[config.mk]
export PLATFORM = sky130hd
export DESIGN_NAME = rtcis_slave
export DESIGN_NICKNAME = d
export VERILOG_FILES = /design/src/include/rtcis_pkg.sv /design/src/include/rtcis_line_if.sv /design/src/hdl/rtcis_bus_cond.sv /design/src/hdl/rtcis_byte_shift.sv /design/src/hdl/rtcis_slave.sv
export VERILOG_INCLUDE_DIRS = /design/src /design/src/include
export SDC_FILE = /design/constraint.sdc
export NUM_CORES = 1
export LEC_CHECK = 0
export BUFFER_PORTS_ARGS = -buffer_cell sky130_fd_sc_hd__clkbuf_2
export CAP_MARGIN = 10
export CORE_AREA = 10 10 75 77
export CTS_BUF_LIST = sky130_fd_sc_hd__clkbuf_8
export CTS_CLUSTER_DIAMETER = 100
export CTS_CLUSTER_SIZE = 20
export DETAILED_ROUTE_END_ITERATION = 8
export DIE_AREA = 0 0 85 87
export PLACE_DENSITY = 0.75
export SYNTH_ARGS = -nofsm -noshare
export SYNTH_HDL_FRONTEND = slang
export SYNTH_SLANG_ARGS = --single-unit
[constraint.sdc]
create_clock -name clock_i -period 5.5 [get_ports clock_i]
set_clock_uncertainty 0.15 [all_clocks]
set_input_delay 0 -clock clock_i [delete_from_list [all_inputs] [get_ports clock_i]]
set_output_delay 0 -clock clock_i [all_outputs]
set_load 0.03 [all_outputs]
[src/include/rtcis_defines.svh]
`ifndef RTCIS_DEFINES_SVH
`define RTCIS_DEFINES_SVH

// Slave address and direction bit
`define RTCIS_SLAVE_ADDR  7'h68
`define RTCIS_DIR_WRITE   1'h0
`define RTCIS_DIR_READ    1'h1

// Byte framing
`define RTCIS_BYTE_BITS   4'h8
`define RTCIS_LAST_BIT    4'h7

// Reset values
`define RTCIS_PTR_RESET   8'h00
`define RTCIS_DATA_RESET  8'h00

// Bus clock limits and system clock
`define RTCIS_CLK_HZ      100000000
`define RTCIS_STD_SCL_HZ  100000
`define RTCIS_FAST_SCL_HZ 400000
// Samples per fastest bus clock period
`define RTCIS_FAST_SCL_CYCLES (`RTCIS_CLK_HZ / `RTCIS_FAST_SCL_HZ)

`endif

[src/include/rtcis_pkg.sv]
package rtcis_pkg;

  typedef enum logic [3:0]
  {
    ST_IDLE,
    ST_ADDR,
    ST_ADDR_ACK,
    ST_PTR,
    ST_PTR_ACK,
    ST_WDATA,
    ST_WDATA_ACK,
    ST_RDATA,
    ST_RACK
  } rtcis_state_t;

endpackage

[src/include/rtcis_line_if.sv]
`timescale 1ns/100ps

interface rtcis_line_if;
  logic scl_rise;
  logic scl_fall;
  logic start;
  logic stop;
  logic sda;

  modport cond
  (
    output scl_rise,
    output scl_fall,
    output start,
    output stop,
    output sda
  );

  modport fsm
  (
    input scl_rise,
    input scl_fall,
    input start,
    input stop,
    input sda
  );
endinterface

[src/hdl/rtcis_bus_cond.sv]
`timescale 1ns/100ps

module rtcis_bus_cond
(
  input  wire logic   clock_i,
  input  wire logic   sys_rst_i,
  input  wire logic   scl_i,
  input  wire logic   sda_i,
  rtcis_line_if.cond  line
);

  logic [1:0] scl_sync;
  logic [1:0] sda_sync;
  logic       scl_prev;
  logic       sda_prev;

  ////////////////////////////////////////////////////////////////////////////
  // Both lines share one delay so their relative order is kept
  always_ff @(posedge clock_i)
  begin
    if (sys_rst_i)
    begin
      scl_sync <= 2'h3;
      sda_sync <= 2'h3;
    end
    else
    begin
      scl_sync <= {scl_sync[0], scl_i};
      sda_sync <= {sda_sync[0], sda_i};
    end
  end

  always_ff @(posedge clock_i)
  begin
    if (sys_rst_i)
    begin
      scl_prev <= 1'h1;
      sda_prev <= 1'h1;
    end
    else
    begin
      scl_prev <= scl_sync[1];
      sda_prev <= sda_sync[1];
    end
  end

  ////////////////////////////////////////////////////////////////////////////
  assign line.scl_rise = scl_sync[1] & ~scl_prev;
  assign line.scl_fall = ~scl_sync[1] & scl_prev;
  assign line.start    = scl_sync[1] & scl_prev & sda_prev & ~sda_sync[1];
  assign line.stop     = scl_sync[1] & scl_prev & ~sda_prev & sda_sync[1];
  assign line.sda      = sda_sync[1];

endmodule

[src/hdl/rtcis_byte_shift.sv]
`timescale 1ns/100ps

`include "rtcis_defines.svh"

module rtcis_byte_shift
(
  input  wire logic       clock_i,
  input  wire logic       sys_rst_i,
  input  wire logic       clear_i,
  input  wire logic       load_i,
  input  wire logic [7:0] load_data_i,
  input  wire logic       shift_i,
  input  wire logic       shift_bit_i,
  input  wire logic       count_i,
  output logic      [7:0] data_o,
  output logic      [3:0] count_o
);

  ////////////////////////////////////////////////////////////////////////////
  // One register serves both directions, always MSB end first
  always_ff @(posedge clock_i)
  begin
    if (sys_rst_i)
      data_o <= `RTCIS_DATA_RESET;
    else if (load_i)
      data_o <= load_data_i;
    else if (shift_i)
      data_o <= {data_o[6:0], shift_bit_i};
  end

  always_ff @(posedge clock_i)
  begin
    if (sys_rst_i || clear_i)
      count_o <= 4'h0;
    else if (count_i)
      count_o <= count_o + 4'h1;
  end

endmodule

[src/hdl/rtcis_slave.sv]
// Summary of operation
// Master frames each transfer with START, STOP
// Bytes of eight bits, ninth bit acknowledges
// Addressed receiver acknowledges every received byte
// Master gives extra clock for acknowledge
// Acknowledger holds SDA low through ack high
// Master reader NACKs only the final byte
// After NACK release SDA; read ends there
// All bytes shifted most significant bit first
// Repeated START ends transfer, begins new one
// Master alone drives SCL, START and STOP
// First byte after START is address byte
// Respond only to address 1101000 plus direction
// Acknowledge a matching address byte
// First write byte loads register pointer
// Write data bytes stored and acknowledged each
// Pointer increments after every data byte
// Read data starts at current pointer
// Without pointer write, read from stored pointer
// START is SDA fall, STOP rise, SCL high
// SDA changes only while SCL is low
// Works at 100kHz and 400kHz bus clocks
// Unmatched address: stay released until next START
`timescale 1ns/100ps

`include "rtcis_defines.svh"

module rtcis_slave
(
  input  wire logic       clock_i,
  input  wire logic       sys_rst_i,
  input  wire logic       scl_i,
  input  wire logic       sda_i,
  output logic            sda_o,
  output logic            sda_oe_o,
  output logic      [7:0] reg_addr_o,
  output logic      [7:0] reg_wdata_o,
  output logic            reg_wr_o,
  output logic            reg_rd_o,
  input  wire logic [7:0] reg_rdata_i,
  output logic            busy_o
);

  rtcis_pkg::rtcis_state_t state;
  logic                    dir_read;
  logic                    ack_on;
  logic                    master_ack;
  logic [7:0]              ptr;
  logic [7:0]              shift_data;
  logic [3:0]              bit_count;
  logic                    rx_state;
  logic                    ack_state;
  logic                    byte_done;
  logic [7:0]              rx_byte;
  logic                    ack_end;
  logic                    load_tx;
  logic                    shift_en;
  logic                    count_en;
  logic                    clear_count;
  logic                    next_sda_oe;

  rtcis_line_if line ();

  ////////////////////////////////////////////////////////////////////////////
  // At 100 MHz even a 400 kHz bus gives hundreds of samples per bit,
  // so the two-stage delay stays far inside the low phase
  rtcis_bus_cond u_cond
  (
    .clock_i   (clock_i),
    .sys_rst_i (sys_rst_i),
    .scl_i     (scl_i),
    .sda_i     (sda_i),
    .line      (line.cond)
  );

  rtcis_byte_shift u_shift
  (
    .clock_i     (clock_i),
    .sys_rst_i   (sys_rst_i),
    .clear_i     (clear_count),
    .load_i      (load_tx),
    .load_data_i (reg_rdata_i),
    .shift_i     (shift_en),
    .shift_bit_i (rx_state ? line.sda : 1'h1),
    .count_i     (count_en),
    .data_o      (shift_data),
    .count_o     (bit_count)
  );

  ////////////////////////////////////////////////////////////////////////////
  // Edge-qualified controls
  assign rx_state  = (state == rtcis_pkg::ST_ADDR) || (state == rtcis_pkg::ST_PTR) ||
                     (state == rtcis_pkg::ST_WDATA);
  assign ack_state = (state == rtcis_pkg::ST_ADDR_ACK) || (state == rtcis_pkg::ST_PTR_ACK) ||
                     (state == rtcis_pkg::ST_WDATA_ACK);
  // Data sampled on SCL rise, eighth bit completes the byte
  assign byte_done = rx_state && line.scl_rise && (bit_count == `RTCIS_LAST_BIT);
  assign rx_byte   = {shift_data[6:0], line.sda};
  // Falling edge closing the ninth clock
  assign ack_end   = ack_state && line.scl_fall && ack_on;
  // Read data fetched at the pointer on each new byte
  assign load_tx   = line.scl_fall && !line.start && !line.stop &&
                     (((state == rtcis_pkg::ST_ADDR_ACK) && ack_on && dir_read) ||
                      ((state == rtcis_pkg::ST_RACK) && master_ack));
  // Transmit bits advance only on SCL fall
  assign shift_en  = (rx_state && line.scl_rise) ||
                     ((state == rtcis_pkg::ST_RDATA) && line.scl_fall &&
                      (bit_count != `RTCIS_BYTE_BITS));
  assign count_en  = line.scl_rise && (rx_state || (state == rtcis_pkg::ST_RDATA));
  assign clear_count = line.start || ack_end || load_tx;

  ////////////////////////////////////////////////////////////////////////////
  // Main sequence; START and STOP override every state
  always_ff @(posedge clock_i)
  begin
    if (sys_rst_i)
      state <= rtcis_pkg::ST_IDLE;
    else if (line.start)
      state <= rtcis_pkg::ST_ADDR;
    else if (line.stop)
      state <= rtcis_pkg::ST_IDLE;
    else
    begin
      unique case (state)
        rtcis_pkg::ST_IDLE:
          state <= rtcis_pkg::ST_IDLE;
        rtcis_pkg::ST_ADDR:
          if (byte_done)
          begin
            if (rx_byte[7:1] == `RTCIS_SLAVE_ADDR)
              state <= rtcis_pkg::ST_ADDR_ACK;
            else
              state <= rtcis_pkg::ST_IDLE;
          end
        rtcis_pkg::ST_ADDR_ACK:
          if (ack_end)
            state <= dir_read ? rtcis_pkg::ST_RDATA : rtcis_pkg::ST_PTR;
        rtcis_pkg::ST_PTR:
          if (byte_done)
            state <= rtcis_pkg::ST_PTR_ACK;
        rtcis_pkg::ST_PTR_ACK:
          if (ack_end)
            state <= rtcis_pkg::ST_WDATA;
        rtcis_pkg::ST_WDATA:
          if (byte_done)
            state <= rtcis_pkg::ST_WDATA_ACK;
        rtcis_pkg::ST_WDATA_ACK:
          if (ack_end)
            state <= rtcis_pkg::ST_WDATA;
        rtcis_pkg::ST_RDATA:
          if (line.scl_fall && (bit_count == `RTCIS_BYTE_BITS))
            state <= rtcis_pkg::ST_RACK;
        rtcis_pkg::ST_RACK:
          if (line.scl_rise && line.sda)
            state <= rtcis_pkg::ST_IDLE;
          else if (load_tx)
            state <= rtcis_pkg::ST_RDATA;
      endcase
    end
  end

  always_ff @(posedge clock_i)
  begin
    if (sys_rst_i)
      dir_read <= 1'h0;
    else if ((state == rtcis_pkg::ST_ADDR) && byte_done)
      dir_read <= (rx_byte[0] == `RTCIS_DIR_READ);
  end

  ////////////////////////////////////////////////////////////////////////////
  // Ack slot: on from the eighth fall to the ninth fall
  always_ff @(posedge clock_i)
  begin
    if (sys_rst_i || line.start || line.stop)
      ack_on <= 1'h0;
    else if (ack_state && line.scl_fall)
      ack_on <= !ack_on;
  end

  // Master acknowledge sampled during the ninth clock high
  always_ff @(posedge clock_i)
  begin
    if (sys_rst_i || line.start || line.stop || load_tx)
      master_ack <= 1'h0;
    else if ((state == rtcis_pkg::ST_RACK) && line.scl_rise && !line.sda)
      master_ack <= 1'h1;
  end

  ////////////////////////////////////////////////////////////////////////////
  // Pointer kept across transfers; only a pointer byte reloads it
  always_ff @(posedge clock_i)
  begin
    if (sys_rst_i)
      ptr <= `RTCIS_PTR_RESET;
    else if ((state == rtcis_pkg::ST_PTR) && byte_done)
      ptr <= rx_byte;
    else if (reg_wr_o || load_tx)
      ptr <= ptr + 8'h01;
  end

  always_ff @(posedge clock_i)
  begin
    if (sys_rst_i)
      reg_wdata_o <= `RTCIS_DATA_RESET;
    else if ((state == rtcis_pkg::ST_WDATA) && byte_done)
      reg_wdata_o <= rx_byte;
  end

  // Write strobe one cycle after the byte, pointer steps the cycle after
  always_ff @(posedge clock_i)
  begin
    if (sys_rst_i)
      reg_wr_o <= 1'h0;
    else
      reg_wr_o <= (state == rtcis_pkg::ST_WDATA) && byte_done;
  end

  always_ff @(posedge clock_i)
  begin
    if (sys_rst_i)
      reg_rd_o <= 1'h0;
    else
      reg_rd_o <= load_tx;
  end

  ////////////////////////////////////////////////////////////////////////////
  // Open drain: only ever pull low; SCL is never driven
  always_comb
  begin
    next_sda_oe = 1'h0;
    if (line.start || line.stop)
      next_sda_oe = 1'h0;
    else if (ack_state)
      next_sda_oe = ack_on;
    else if (state == rtcis_pkg::ST_RDATA)
      // Last bit held until the eighth fall; release then happens in RACK,
      // so SDA never moves while SCL is high
      next_sda_oe = !shift_data[7];
  end

  // Registered drive keeps the enable free of combinational glitches
  always_ff @(posedge clock_i)
  begin
    if (sys_rst_i)
      sda_oe_o <= 1'h0;
    else
      sda_oe_o <= next_sda_oe;
  end

  assign sda_o      = 1'h0;
  assign reg_addr_o = ptr;
  assign busy_o     = (state != rtcis_pkg::ST_IDLE);

endmodule

* Word level (Yosys, flattened, before mapping) *
Cells that the tools add are included.

cells by class
  bitwise logic cells = 11
  $add $sub $neg = 2
  reduce and logical (&&, ||, !) cells = 49
  muxes and demuxes = 20
  equality and inequality tests = 26

operators with widths
  operator               count
  $mux W4                8
  $mux W8                4
  $pmux W4 S8            1
  $ne A4 B4 Y1 const B   6
  $eq A4 B3 Y1 const B   5
  $logic_and A1 B1 Y1    20
  $logic_or A1 B1 Y1     15
  $reduce_and A7 Y1      2
  $ne A2 B2 Y1 const B   5
  $add A8 B1 Y8 const B  1
  $eq A4 B2 Y1 const B   2
  $eq A4 B4 Y1 const B   2
  $and A1 B1 Y1          7
  $eq A7 B7 Y1 const B   1
  $logic_not A1 Y1       5
  $mux W1                5
  $ne A5 B4 Y1 const B   1
  $add A4 B1 Y4 const B  1
  $eq A4 B1 Y1 const B   1
  $logic_not A4 Y1       1
  $ne A4 B1 Y1 const B   1
  $not A1 Y1             4
  $reduce_bool A2 Y1     2
  $reduce_bool A4 Y1     1
  6 further kinds        7

storage, ports and cells
  flip-flop bits (word level) = 44
  output and inout bits = 21
  input bits = 12
  logic and storage cells = 124

* Longest topological paths before layout *
Gate-level depths: netlist of the first run.

  depth after elaboration = 12
  depth in mapped cells = 8
  mapped depth without buffers = 7

* Modules after synthesis *
A second synthesis of the first run with hierarchy kept.

unflattened totals
  cells, all modules = 231
  area total of the unflattened synthesis = 2,184.6 µm²

by module, submodules not included
  module            area an instance (µm²)  seq. area each (µm²)  cells each  instances
  rtcis_slave       1,446.4                 520.5                 163         1
  rtcis_byte_shift  548.0                   240.2                 52          1
  rtcis_bus_cond    190.2                   120.1                 16          1

* Worst setup path after synthesis of the first run *
Ideal clock, no wire load.

  path type = reg2reg
  from = reg state[2]
  to = reg state[0]
  cell stages (with the launch flop) = 7
  clock period less this slack = 2,003 ps
  data arrival time = 1,752 ps
  buffers on the path = 1
  setup slack = 3,497 ps
  required time = 5,249 ps
  setup time = 101 ps
  cell sequence = dfxtp_1 buf_6 or4b_4 a221oi_4 nor4_2 or4b_1 o41ai_1

between the ends
  word-level cells in the longest chain between the ends = 7
  elaborated cells on any way between the ends = 34
  those cells by class = eq/ne: 15; mux: 3; reduce/logical: 16

ends and longest elaborated chain
  element                                                          line                                                       RTL
  start, declared                                                  rtcis_slave.sv:44                                          rtcis_pkg::rtcis_state_t state;
  start signal, assigned                                           rtcis_slave.sv:117                                         state <= rtcis_pkg::ST_IDLE;
  start signal, assigned                                           rtcis_slave.sv:119                                         state <= rtcis_pkg::ST_ADDR;
  start signal, assigned                                           rtcis_slave.sv:121                                         state <= rtcis_pkg::ST_IDLE;
  $eq A4 B2 Y1, or another cell as far along                       rtcis_slave.sv:94, rtcis_slave.sv:103, rtcis_slave.sv:124
  $logic_and A1 B1 Y1, or another cell as far along (2 in series)  rtcis_slave.sv:103                                         (((state == rtcis_pkg::ST_ADDR_ACK) && ack_on && dir_read) ||
  $logic_or A1 B1 Y1, or another cell as far along                 rtcis_slave.sv:103
  $logic_and A1 B1 Y1, on equally long branches                    rtcis_slave.sv:102, rtcis_slave.sv:97, rtcis_slave.sv:100
  $ne A5 B4 Y1 (no line), or another cell as far along             -
  $reduce_and A7 Y1 (no line)                                      -

Parallel ways exist; a longest one is shown, timed or not.
A chain may end at the register's enable or synchronous reset.

* Final worst setup path of the first run *
  from = reg state[0]
  to = reg ptr[3], in the netlist reg_addr_o[3]

between the ends
  word-level cells in the longest chain between the ends = 7
  elaborated cells on any way between the ends = 18
  those cells by class = eq/ne: 5; mux: 1; reduce/logical: 12

ends and longest elaborated chain
  element                                                                  line                                    RTL
  $eq A4 B1 Y1, or another cell as far along                               rtcis_slave.sv:92                       assign rx_state = (state == rtcis_pkg::ST_ADDR) || (state == rtcis_pkg::ST_PTR) ||
  $logic_or A1 B1 Y1 or $logic_and A1 B1 Y1 (tied branches) (2 in series)  rtcis_slave.sv:92, rtcis_slave.sv:103
  $logic_and A1 B1 Y1 or $logic_or A1 B1 Y1 (tied branches)                rtcis_slave.sv:97, rtcis_slave.sv:103
  $logic_and A1 B1 Y1, on equally long branches                            rtcis_slave.sv:97, rtcis_slave.sv:102
  $logic_and A1 B1 Y1 or $logic_or A1 B1 Y1 (tied branches)                rtcis_slave.sv:195, rtcis_slave.sv:197
  $mux W8 or $reduce_bool A2 Y1 (tied branches)                            -
  end signal, assigned                                                     rtcis_slave.sv:194                      ptr <= `RTCIS_PTR_RESET;
  end signal, assigned                                                     rtcis_slave.sv:196                      ptr <= rx_byte;
  end signal, assigned                                                     rtcis_slave.sv:198                      ptr <= ptr + 8'h01;
  end, declared                                                            rtcis_slave.sv:48                       logic [7:0] ptr;

Parallel ways exist; a longest one is shown, timed or not.

==> results_dict.tcl, run 1 <==
set metrics [dict create \
    status "completed" \
    cts_buffers 5 \
    worstHoldPathType "in -> reg" \
    post_cts_buffers 0 \
    pwr-share-seq_pct 47.2 \
    cp_max_fo 16 \
    fp.coreArea_um2 4230 \
    worst_slack_ns 3.12 \
    cts_sinks 44 \
    post-route-period-util_pct 43.2 \
    yosysMostFrequentCell "dfxtp_1" \
    p_comb_share_pct 19.7 \
    yosys-top-cells-area "dfxtp_1 (40%), mux2i_1 (8.1%), nor2_1 (5.4%), a211oi_1 (3.4%), xor2_1 (2.8%)" \
    synth-warning-count 0 \
    synth.cell_area_um2 2210 \
    core.rowCount 24 \
    dp_hpwl_um 3440 \
    postSynthRegisterBits 44 \
    yosysTopAreaCellShare_pct 39.8 \
    yosysTopAreaCell "dfxtp_1" \
    setup-tns-final_ns 0 \
    hold_violations 0 \
    wl_um 4830 \
    async_flop_share_pct 0 \
    fmax_mhz 421 \
    dieArea_um2 7400 \
    antenna_found_initial 0 \
    ios 33 \
    fillers 375 \
    slew_headroom_pct 57.8 \
    synth_edf_count 0 \
    endpoint "reg_addr_o[3]" \
    synth_fp_nets 256 \
    synth_seq_area_share_pct 39.8 \
    layout-drive-gt1-share_pct 21.1 \
    maxCapViolations 0 \
    worstSkewPairLatency_ns 0.30 \
    cp.arrival_ns 2.40 \
    grt_pass1_vias 1782 \
    die_y_um 87 \
    io_buffer_count 31 \
    pre_cts_ws_ns 3.23 \
    num_vias 1837 \
    antennaDiodeCount 0 \
    htreeDepth 2 \
    timing.rr.end "reg_addr_o[3]" \
    multiInputGateArea_um2 1220 \
    postRouteAntennaNets 0 \
    holdWs_ns 0.0282 \
    dr.first_iter.drc_count 132 \
    final_core_util_pct 60.7 \
    drc 0 \
    switching_power_uw 240 \
    cts_tree "yes" \
    finalNonFillerCells 327 \
    r2r_cells 5 \
    grt_max_degree 31 \
    initial_core_util_pct 52.2 \
    fin_nets 289 \
    synth_cell_types 54 \
    syn_area_per_cell_um2 9.17 \
    r2r_slack_ns 3.12 \
    sw_frac_of_total_pct 31.2 \
    synth_common_cells "dfxtp_1 (44), nor2_1 (32), mux2i_1 (18), o21ai_0 (11)" \
    cp_data_required_time_ns 5.52 \
    regArea_um2 881 \
    ir_worst_vdd_mv 0.195 \
    r2r-start "state[0]" \
    first_pass_iters 4 \
    syn_inst 241 \
    internal_power_uw 530 \
    p_per_area_nw_per_um2 300 \
    track_usage_pct 13.3 \
    critical_path.startpoint "state[0]" \
    ctsRootBufferMaster "clkbuf_8" \
    setup_viol 0 \
    cts_buffer_depth 2 \
    dp_cells 310 \
    min_period_ns 2.38 \
    floorplan.die.width_um 85 \
    p_leak_uw 0.00108 \
    worst_slew_pin_slew_ns 0.632 \
    gp_congestion 0.892 \
    viasPerCell 5.62 \
    grt-ovfl-total 0 \
    rsz0062_at_grt "false" \
    path_clk_slew_ns 0.09 \
    synthToLayoutAreaGrowth_pct 16.3 \
    drv_slew 0 \
    critical_path_class "reg -> reg" \
    post_drt_wl_per_cell_um 14.8 \
    crit_path_end_kind "register" \
    clockPowerShare_pct 33.1 \
    ys.flop_type "dfxtp_1" \
    startpoint_type "register" \
    grt_first_pass_wirelength_um 8320 \
]
timing repair:
action | 4_1_cts | 5_1_grt
resized for setup | 0 | 0
endpoints found under the setup margin | 0 | 0
endpoints found under the hold margin | 9 | 0
hold buffers | 9 | 0
metal layers:
layer	track usage, %	share of wire (%)	vias up
met3	4.12	4.9	10
met5	0	0	-
met4	4.34	1.5	0
li1	-	-	931
met1	16.4	48	850
met2	21.5	46	46
kinds of logic (layout without fill, tap and decap cells):
| group | after synthesis | in the layout | synth area share, % |
|---|---|---|---|
| compound gates | 49 | 49 | 16.3 |
| xor+xnor | 9 | 9 | 3.57 |
| fa+ha+maj | 3 | 3 | 1.70 |
| buf+inv | 23 | 57 | 5.09 |
| flops | 44 | 44 | 39.8 |
| mux | 18 | 18 | 8.15 |
| other cells | 1 | 1 | 0.170 |
| simple gates | 94 | 94 | 25.2 |
metrics by stage:
step	total power, uW	cell area, um^2
floorplan	490	2210
global placement	514	2370
detailed placement	515	2370
CTS	772	2570
global route	808	2570
finish	770	2570
power groups by stage:
stage	registers [uW]	logic, uW	clock network (uW)
4_1_cts	362	151	258
3_3_place_gp	370	144	0
3_5_place_dp	369	146	0
5_1_grt	367	170	271
6_report	363	152	255
2_1_floorplan	348	142	0
critical path, cell delays in order, from the launching register on:
cell and delay [ns]:
dfxtp_1 0.59, nor4bb_1 0.28, buf_4 0.22, nand4_1 0.52, o21ai_0 0.43, a21oi_1 0.06
placed cells by master, fill, tap and decap left out, types with 3 or more instances in the layout:
master | netlist | layout
dfxtp_1 | 44 | 44
nor2_1 | 32 | 32
clkbuf_2 | 0 | 31
mux2i_1 | 18 | 18
o21ai_0 | 11 | 11
a21oi_1 | 10 | 10
a211oi_1 | 10 | 10
dlygate4sd3_1 | 0 | 9
nand2_1 | 8 | 8
inv_1 | 7 | 7
xor2_1 | 7 | 7
or2_2 | 7 | 7
nor2b_1 | 5 | 5
clkbuf_8 | 0 | 5
a31oi_1 | 4 | 4
or3_1 | 4 | 4
and4b_1 | 3 | 3
nor4_2 | 2 | 3
and3_1 | 3 | 3
nor3_1 | 3 | 3
nand4_1 | 3 | 3
and2_1 | 3 | 3
nand3_1 | 3 | 3
ha_1 | 3 | 3
state kept, by name, summed over array words and instances (netlist names), 2 cells and up:
| signal | cells |
|---|---|
| reg_addr_o | 8 |
| reg_wdata_o | 8 |
| u_shift.data_o | 8 |
| state | 4 |
| u_shift.count_o | 4 |
| u_cond.scl_sync | 2 |
| u_cond.sda_sync | 2 |
worst min-delay path by stage:
stage | start | to | slack, ns | depth (start not counted)
final | reg_rdata_i[0] | u_shift.data_o[0] | 0.03 | 4
after global routing | reg_rdata_i[0] | u_shift.data_o[0] | 0.05 | 4
after CTS | reg_rdata_i[0] | u_shift.data_o[0] | 0.04 | 4
after detailed placement | sda_i | u_cond.sda_sync[0] | 0.03 | 2
after global placement | sda_i | u_cond.sda_sync[0] | 0.03 | 2
after floorplan | scl_i | u_cond.scl_sync[0] | -0.05 | 1
layout make-up:
cell class,count,area share [%]
inverters,7,1.02
flip-flops and latches,44,34.3
clock inverters,3,1.80
clock buffers,5,2.68
multi-input cells,174,47.6
well taps,52,2.53
repair buffers,42,10.1
No activity file was read; power rests on OpenSTA's default activity.
==> run 2, diff against run 1 <==
==> constraint.sdc (replaced) <==
create_clock -name clock_i -period 2.39 [get_ports clock_i]
set_clock_uncertainty 0.15 [all_clocks]
set_input_delay 0 -clock clock_i [delete_from_list [all_inputs] [get_ports clock_i]]
set_output_delay 0 -clock clock_i [all_outputs]
set_load 0.03 [all_outputs]
==> results_dict.tcl, run 2 (synthesis gave the netlist of run 1 again) <==
set metrics [dict create \
    status "completed" \
    floorplan.die.width_um 85 \
    hold_violations 0 \
    min_period_ns 2.19 \
    viasPerCell 5.56 \
    ios 33 \
    p_per_area_nw_per_um2 650 \
    post_cts_buffers 0 \
    drc 0 \
    layout-drive-gt1-share_pct 21.3 \
    postRouteAntennaNets 0 \
    path_clk_slew_ns 0.08 \
    grt-ovfl-total 0 \
    ctsResizeCount 0 \
    worst_slew_pin_slew_ns 0.545 \
    setup-tns-final_ns 0 \
    fin_nets 291 \
    ir_worst_vdd_mv 0.618 \
    core.rowCount 24 \
    antenna_found_initial 0 \
    regArea_um2 881 \
    grt_pass1_vias 1682 \
    dr.first_iter.drc_count 83 \
    layout_common_cells "dfxtp_1 (44), nor2_1 (32), clkbuf_2 (31)" \
    timing.rr.end "reg_addr_o[6]" \
    cts_buffer_depth 2 \
    die_y_um 87 \
    r2r-start "state[3]" \
    mostFrequentLayoutCell "dfxtp_1" \
    rsz0062_at_grt "false" \
    cts_tree "yes" \
    cp_max_fo 10 \
    grt_first_pass_wirelength_um 8120 \
    dieArea_um2 7400 \
    fp.coreArea_um2 4230 \
    critical_path_class "reg -> reg" \
    fillers 363 \
    maxCapViolations 0 \
    first_pass_iters 4 \
    cp.arrival_ns 2.28 \
    cts_buffers 5 \
    startpoint_type "register" \
    ctsRootBufferMaster "clkbuf_8" \
    cts_sinks 44 \
    drv_slew 0 \
    setup_viol 0 \
    gp_congestion 0.913 \
    crit_path_end_kind "register" \
    dp_cells 312 \
    post_drt_wl_per_cell_um 14.7 \
    cp_data_required_time_ns 2.47 \
    slew_headroom_pct 63.7 \
    wl_um 4830 \
    critical_path.startpoint "state[3]" \
    finalNonFillerCells 329 \
    track_usage_pct 13.2 \
    num_vias 1828 \
    worstSkewPairLatency_ns 0.30 \
    r2r_slack_ns 0.20 \
    fmax_mhz 456 \
    dp_hpwl_um 3460 \
    post-route-period-util_pct 91.8 \
    r2r_cells 5 \
    grt_max_degree 31 \
    htreeDepth 2 \
    synthToLayoutAreaGrowth_pct 16.0 \
    multiInputGateArea_um2 1220 \
    p_leak_uw 0.00108 \
    initial_core_util_pct 52.2 \
    worstHoldPathType "in -> reg" \
    antennaDiodeCount 0 \
    io_buffer_count 31 \
    endpoint "reg_addr_o[6]" \
]
[run 2: worst min path at each step]
stage / slack (ns) / cells past startpoint / to / startpoint
6_report: 0.04 / 4 / u_shift.data_o[0] / reg_rdata_i[0]
5_1_grt: 0.06 / 4 / u_shift.data_o[0] / reg_rdata_i[0]
4_1_cts: 0.04 / 4 / u_shift.data_o[0] / reg_rdata_i[0]
3_5_place_dp: 0.04 / 2 / u_cond.scl_sync[0] / scl_i
3_3_place_gp: 0.04 / 2 / u_cond.sda_sync[0] / sda_i
2_1_floorplan: -0.05 / 1 / u_cond.scl_sync[0] / scl_i
[run 2: repair_timing]
action | CTS | global route
setup endpoints to repair | 0 | 0
hold endpoints to repair | 9 | 0
hold buffers | 9 | 0
[run 2: report_power, final]
part           switching (uW)  internal [uW]
clock network             251            231
logic                     207            145
registers                74.9            760
total                     532           1140
[run 2: critical path, cell delays in order, from the launching register on]
cell and delay, ns:
dfxtp_1 0.52, nor4b_2 0.38, and3_1 0.44, nor3_4 0.12
or3_1 0.36, a31oi_1 0.15
[run 2: per-layer routing]
metal / wire length, um / GRT usage (%)
met2: 2160 / 19.6
met4: 48 / 4.04
met5: 0 / 0
met1: 2410 / 17.1
met3: 210 / 4.96
[run 2: area by class of cell]
class	count	share of cell area, %
Clock inverter	2	0.439
Sequential cell	44	34.3
Inverter	7	1.02
Multi-Input combinational cell	174	47.7
Tap cell	52	2.54
Clock buffer	6	3.22
Timing Repair Buffer	44	10.7
[run 2: through the flow]
stage	worst slack, ns	instance area, um^2	total power (uW)	hold WS [ns]	util, %
after floorplan	0.387	2210	1130	-0.0462	-
after global placement	0.226	2380	1190	0.0362	56.2
after detailed placement	0.188	2380	1190	0.0390	56.2
after CTS	0.184	2560	1670	0.0413	60.6
after global routing	0.0222	2560	1750	0.0632	60.6
final	0.195	2560	1670	0.0413	60.6
==> run 3, diff against run 2 <==
--- a/config.mk
+++ b/config.mk
@@ -6,10 +6,11 @@
 export SDC_FILE = /design/constraint.sdc
 export NUM_CORES = 1
 export LEC_CHECK = 0
+export ABC_AREA = 1
 export BUFFER_PORTS_ARGS = -buffer_cell sky130_fd_sc_hd__clkbuf_2
 export CAP_MARGIN = 10
 export CORE_AREA = 10 10 75 77
-export CTS_BUF_LIST = sky130_fd_sc_hd__clkbuf_8
+export CTS_BUF_LIST = sky130_fd_sc_hd__clkbuf_16
 export CTS_CLUSTER_DIAMETER = 100
 export CTS_CLUSTER_SIZE = 20
 export DETAILED_ROUTE_END_ITERATION = 8
==> results_dict.tcl, run 3 <==
set metrics [dict create \
    floorplan.die.width_um 85 \
    synthSimpleGateAreaFrac_pct 31.3 \
    synth_common_cells "nand2_1 (53), nor2_1 (52), dfxtp_1 (44), o21ai_0 (40), inv_1 (32)" \
    setup_viol 0 \
    worstHoldPathType "reg -> reg" \
    cts_sinks 44 \
    antennaDiodeCount 0 \
    synth-warning-count 0 \
    min_period_ns 1.72 \
    yosysMostFrequentCell "nand2_1" \
    first_pass_iters 4 \
    ys.flop_type "dfxtp_1" \
    internal_power_uw 1260 \
    io_buffer_count 31 \
    critical_path_class "reg -> reg" \
    place_area_um2 2380 \
    cp_max_fo 9 \
    r2r_cells 7 \
    muxShareOfSynthArea_pct 0 \
    yosysTopAreaCell "dfxtp_1" \
    drv_slew 0 \
    fillers 393 \
    synth_top_family_by_area "simple AND/OR/NAND/NOR gates" \
    ios 33 \
    die_y_um 87 \
    crit_path_end_kind "register" \
    cp_data_required_time_ns 2.42 \
    status "completed" \
    grt-ovfl-total 0 \
    dieArea_um2 7400 \
    synth_xor_area_share_pct 2.39 \
    grt_first_pass_wirelength_um 9300 \
    rsz0062_at_grt "false" \
    initial_core_util_pct 52.0 \
    num_vias 2063 \
    cts_buffers 5 \
    post_drt_wl_per_cell_um 13.6 \
    async_flop_share_pct 0 \
    pwr-share-seq_pct 44.6 \
    setup-tns-final_ns 0 \
    switching_power_uw 545 \
    cp.arrival_ns 1.75 \
    synthToLayoutAreaGrowth_pct 20.0 \
    post-route-cell-area_um2 2640 \
    clockPowerShare_pct 35.8 \
    yosys.area_share.adder_pct 1.70 \
    core.rowCount 24 \
    worstSkewPairLatency_ns 0.28 \
    synth_fp_nets 324 \
    wl_um 5530 \
    track_usage_pct 15.2 \
    antenna_found_initial 0 \
    ir_worst_vdd_mv 0.479 \
    post-route-period-util_pct 72.1 \
    hold_violations 0 \
    layout_common_cells "nand2_1 (53), nor2_1 (52), dfxtp_1 (44)" \
    syn_area_per_cell_um2 7.13 \
    grt_max_degree 19 \
    gp_congestion 0.925 \
    post_cts_buffers 0 \
    ctsHoldBuffers 13 \
    viasPerCell 5.07 \
    grt_pass1_vias 2007 \
    yosysTopAreaCellShare_pct 40.0 \
    p_comb_share_pct 19.6 \
    dp_hpwl_um 4030 \
    postSynthRegisterBits 44 \
    syn_inst 309 \
    synth_edf_count 0 \
    synth_seq_area_share_pct 40.0 \
    ctsResizeCount 0 \
    synth.cell_area_um2 2200 \
    sw_frac_of_total_pct 30.2 \
    fp.coreArea_um2 4230 \
    dr.first_iter.drc_count 107 \
    mostFrequentLayoutCell "nand2_1" \
    path_clk_slew_ns 0.06 \
    p_leak_uw 0.00123 \
    drc 0 \
    whs_path_depth 1 \
    maxCapViolations 0 \
    startpoint_type "register" \
    synth_cell_types 30 \
    p_per_area_nw_per_um2 683 \
    cts_buffer_depth 2 \
    htreeDepth 2 \
    fin_nets 369 \
    cts_tree "yes" \
    layout-drive-gt1-share_pct 16.9 \
    yosys-top-cells-area "dfxtp_1 (40%), o21ai_0 (9.1%), nand2_1 (9.0%), nor2_1 (8.9%), inv_1 (5.5%)" \
    postRouteAntennaNets 0 \
    fmax_mhz 580 \
    ctsRootBufferMaster "clkbuf_16" \
    synth_compound_area_share_pct 15.4 \
]
[run 3: cell count changes after synthesis, moves of 5 or more]
cell | before | now
nand2_1 | 8 | 53
o21ai_0 | 11 | 40
inv_1 | 7 | 32
nor2_1 | 32 | 52
mux2i_1 | 18 | 0
a211oi_1 | 10 | 0
a21oi_1 | 10 | 20
nand3_1 | 3 | 12
buf_2 | 6 | 0
nand4_1 | 3 | 9
nor2b_1 | 5 | 0
[run 3: area by class of cell]
type / count / area, um^2 / share of cell area, %
flip-flops and latches: 44 / 881 / 33.3
repair buffers: 45 / 293 / 11.1
well taps: 52 / 65.1 / 2.46
inverters: 37 / 144 / 5.44
multi-input cells: 221 / 1120 / 42.5
clock inverters: 3 / 11.3 / 0.426
clock buffers: 5 / 125 / 4.73
[run 3: logic make-up after synthesis]
family / count (synthesis)
compound gates: 65
xor+xnor: 6
fa+ha+maj: 3
buf+inv: 44
flops: 44
other cells: 1
simple gates: 146
[run 3: worst paths after layout]
path                                          from            endpoint  slack [ns]
worst max-delay path                      state[0]       reg_addr_o[5]        0.67
worst max register to register            state[0]       reg_addr_o[5]        0.67
worst min register to register  u_cond.sda_sync[0]  u_cond.sda_sync[1]        0.27
worst min-delay path            u_cond.sda_sync[0]  u_cond.sda_sync[1]        0.27
[run 3: power by group through the flow]
stage | Clock, uW | Sequential [uW] | Combinational [uW]
global placement | 0 | 821 | 329
CTS | 655 | 806 | 355
floorplan | 0 | 804 | 283
global route | 686 | 812 | 403
finish | 647 | 806 | 354
detailed placement | 0 | 822 | 337
[run 3: stage by stage]
stage	util [%]	hold WS, ns	instances	total power (uW)	setup slack (ns)
detailed placement	56.1	0.0396	386	1160	0.681
global route	62.4	0.284	407	1900	0.491
floorplan	-	-0.0776	309	1090	0.788
CTS	62.4	0.266	407	1820	0.658
finish	62.4	0.266	407	1810	0.666
global placement	56.1	0.0331	386	1150	0.701
[run 3: critical path: stages (launching register included)]
cell and delay [ns]:
dfxtp_1 0.48, nand2_1 0.18, nor2_2 0.20, nand3_4 0.17, nand3b_4 0.17, inv_2 0.09
nor2_1 0.12, nor2_1 0.05
[run 3: per-layer routing]
layer / track usage (%) / share of wire (%) / vias up
li1: - / - / 1087
met1: 17.0 / 44 / 927
met2: 26.5 / 50 / 39
met3: 4.40 / 5.0 / 10
met4: 5.69 / 1.6 / 0
met5: 0 / 0 / -
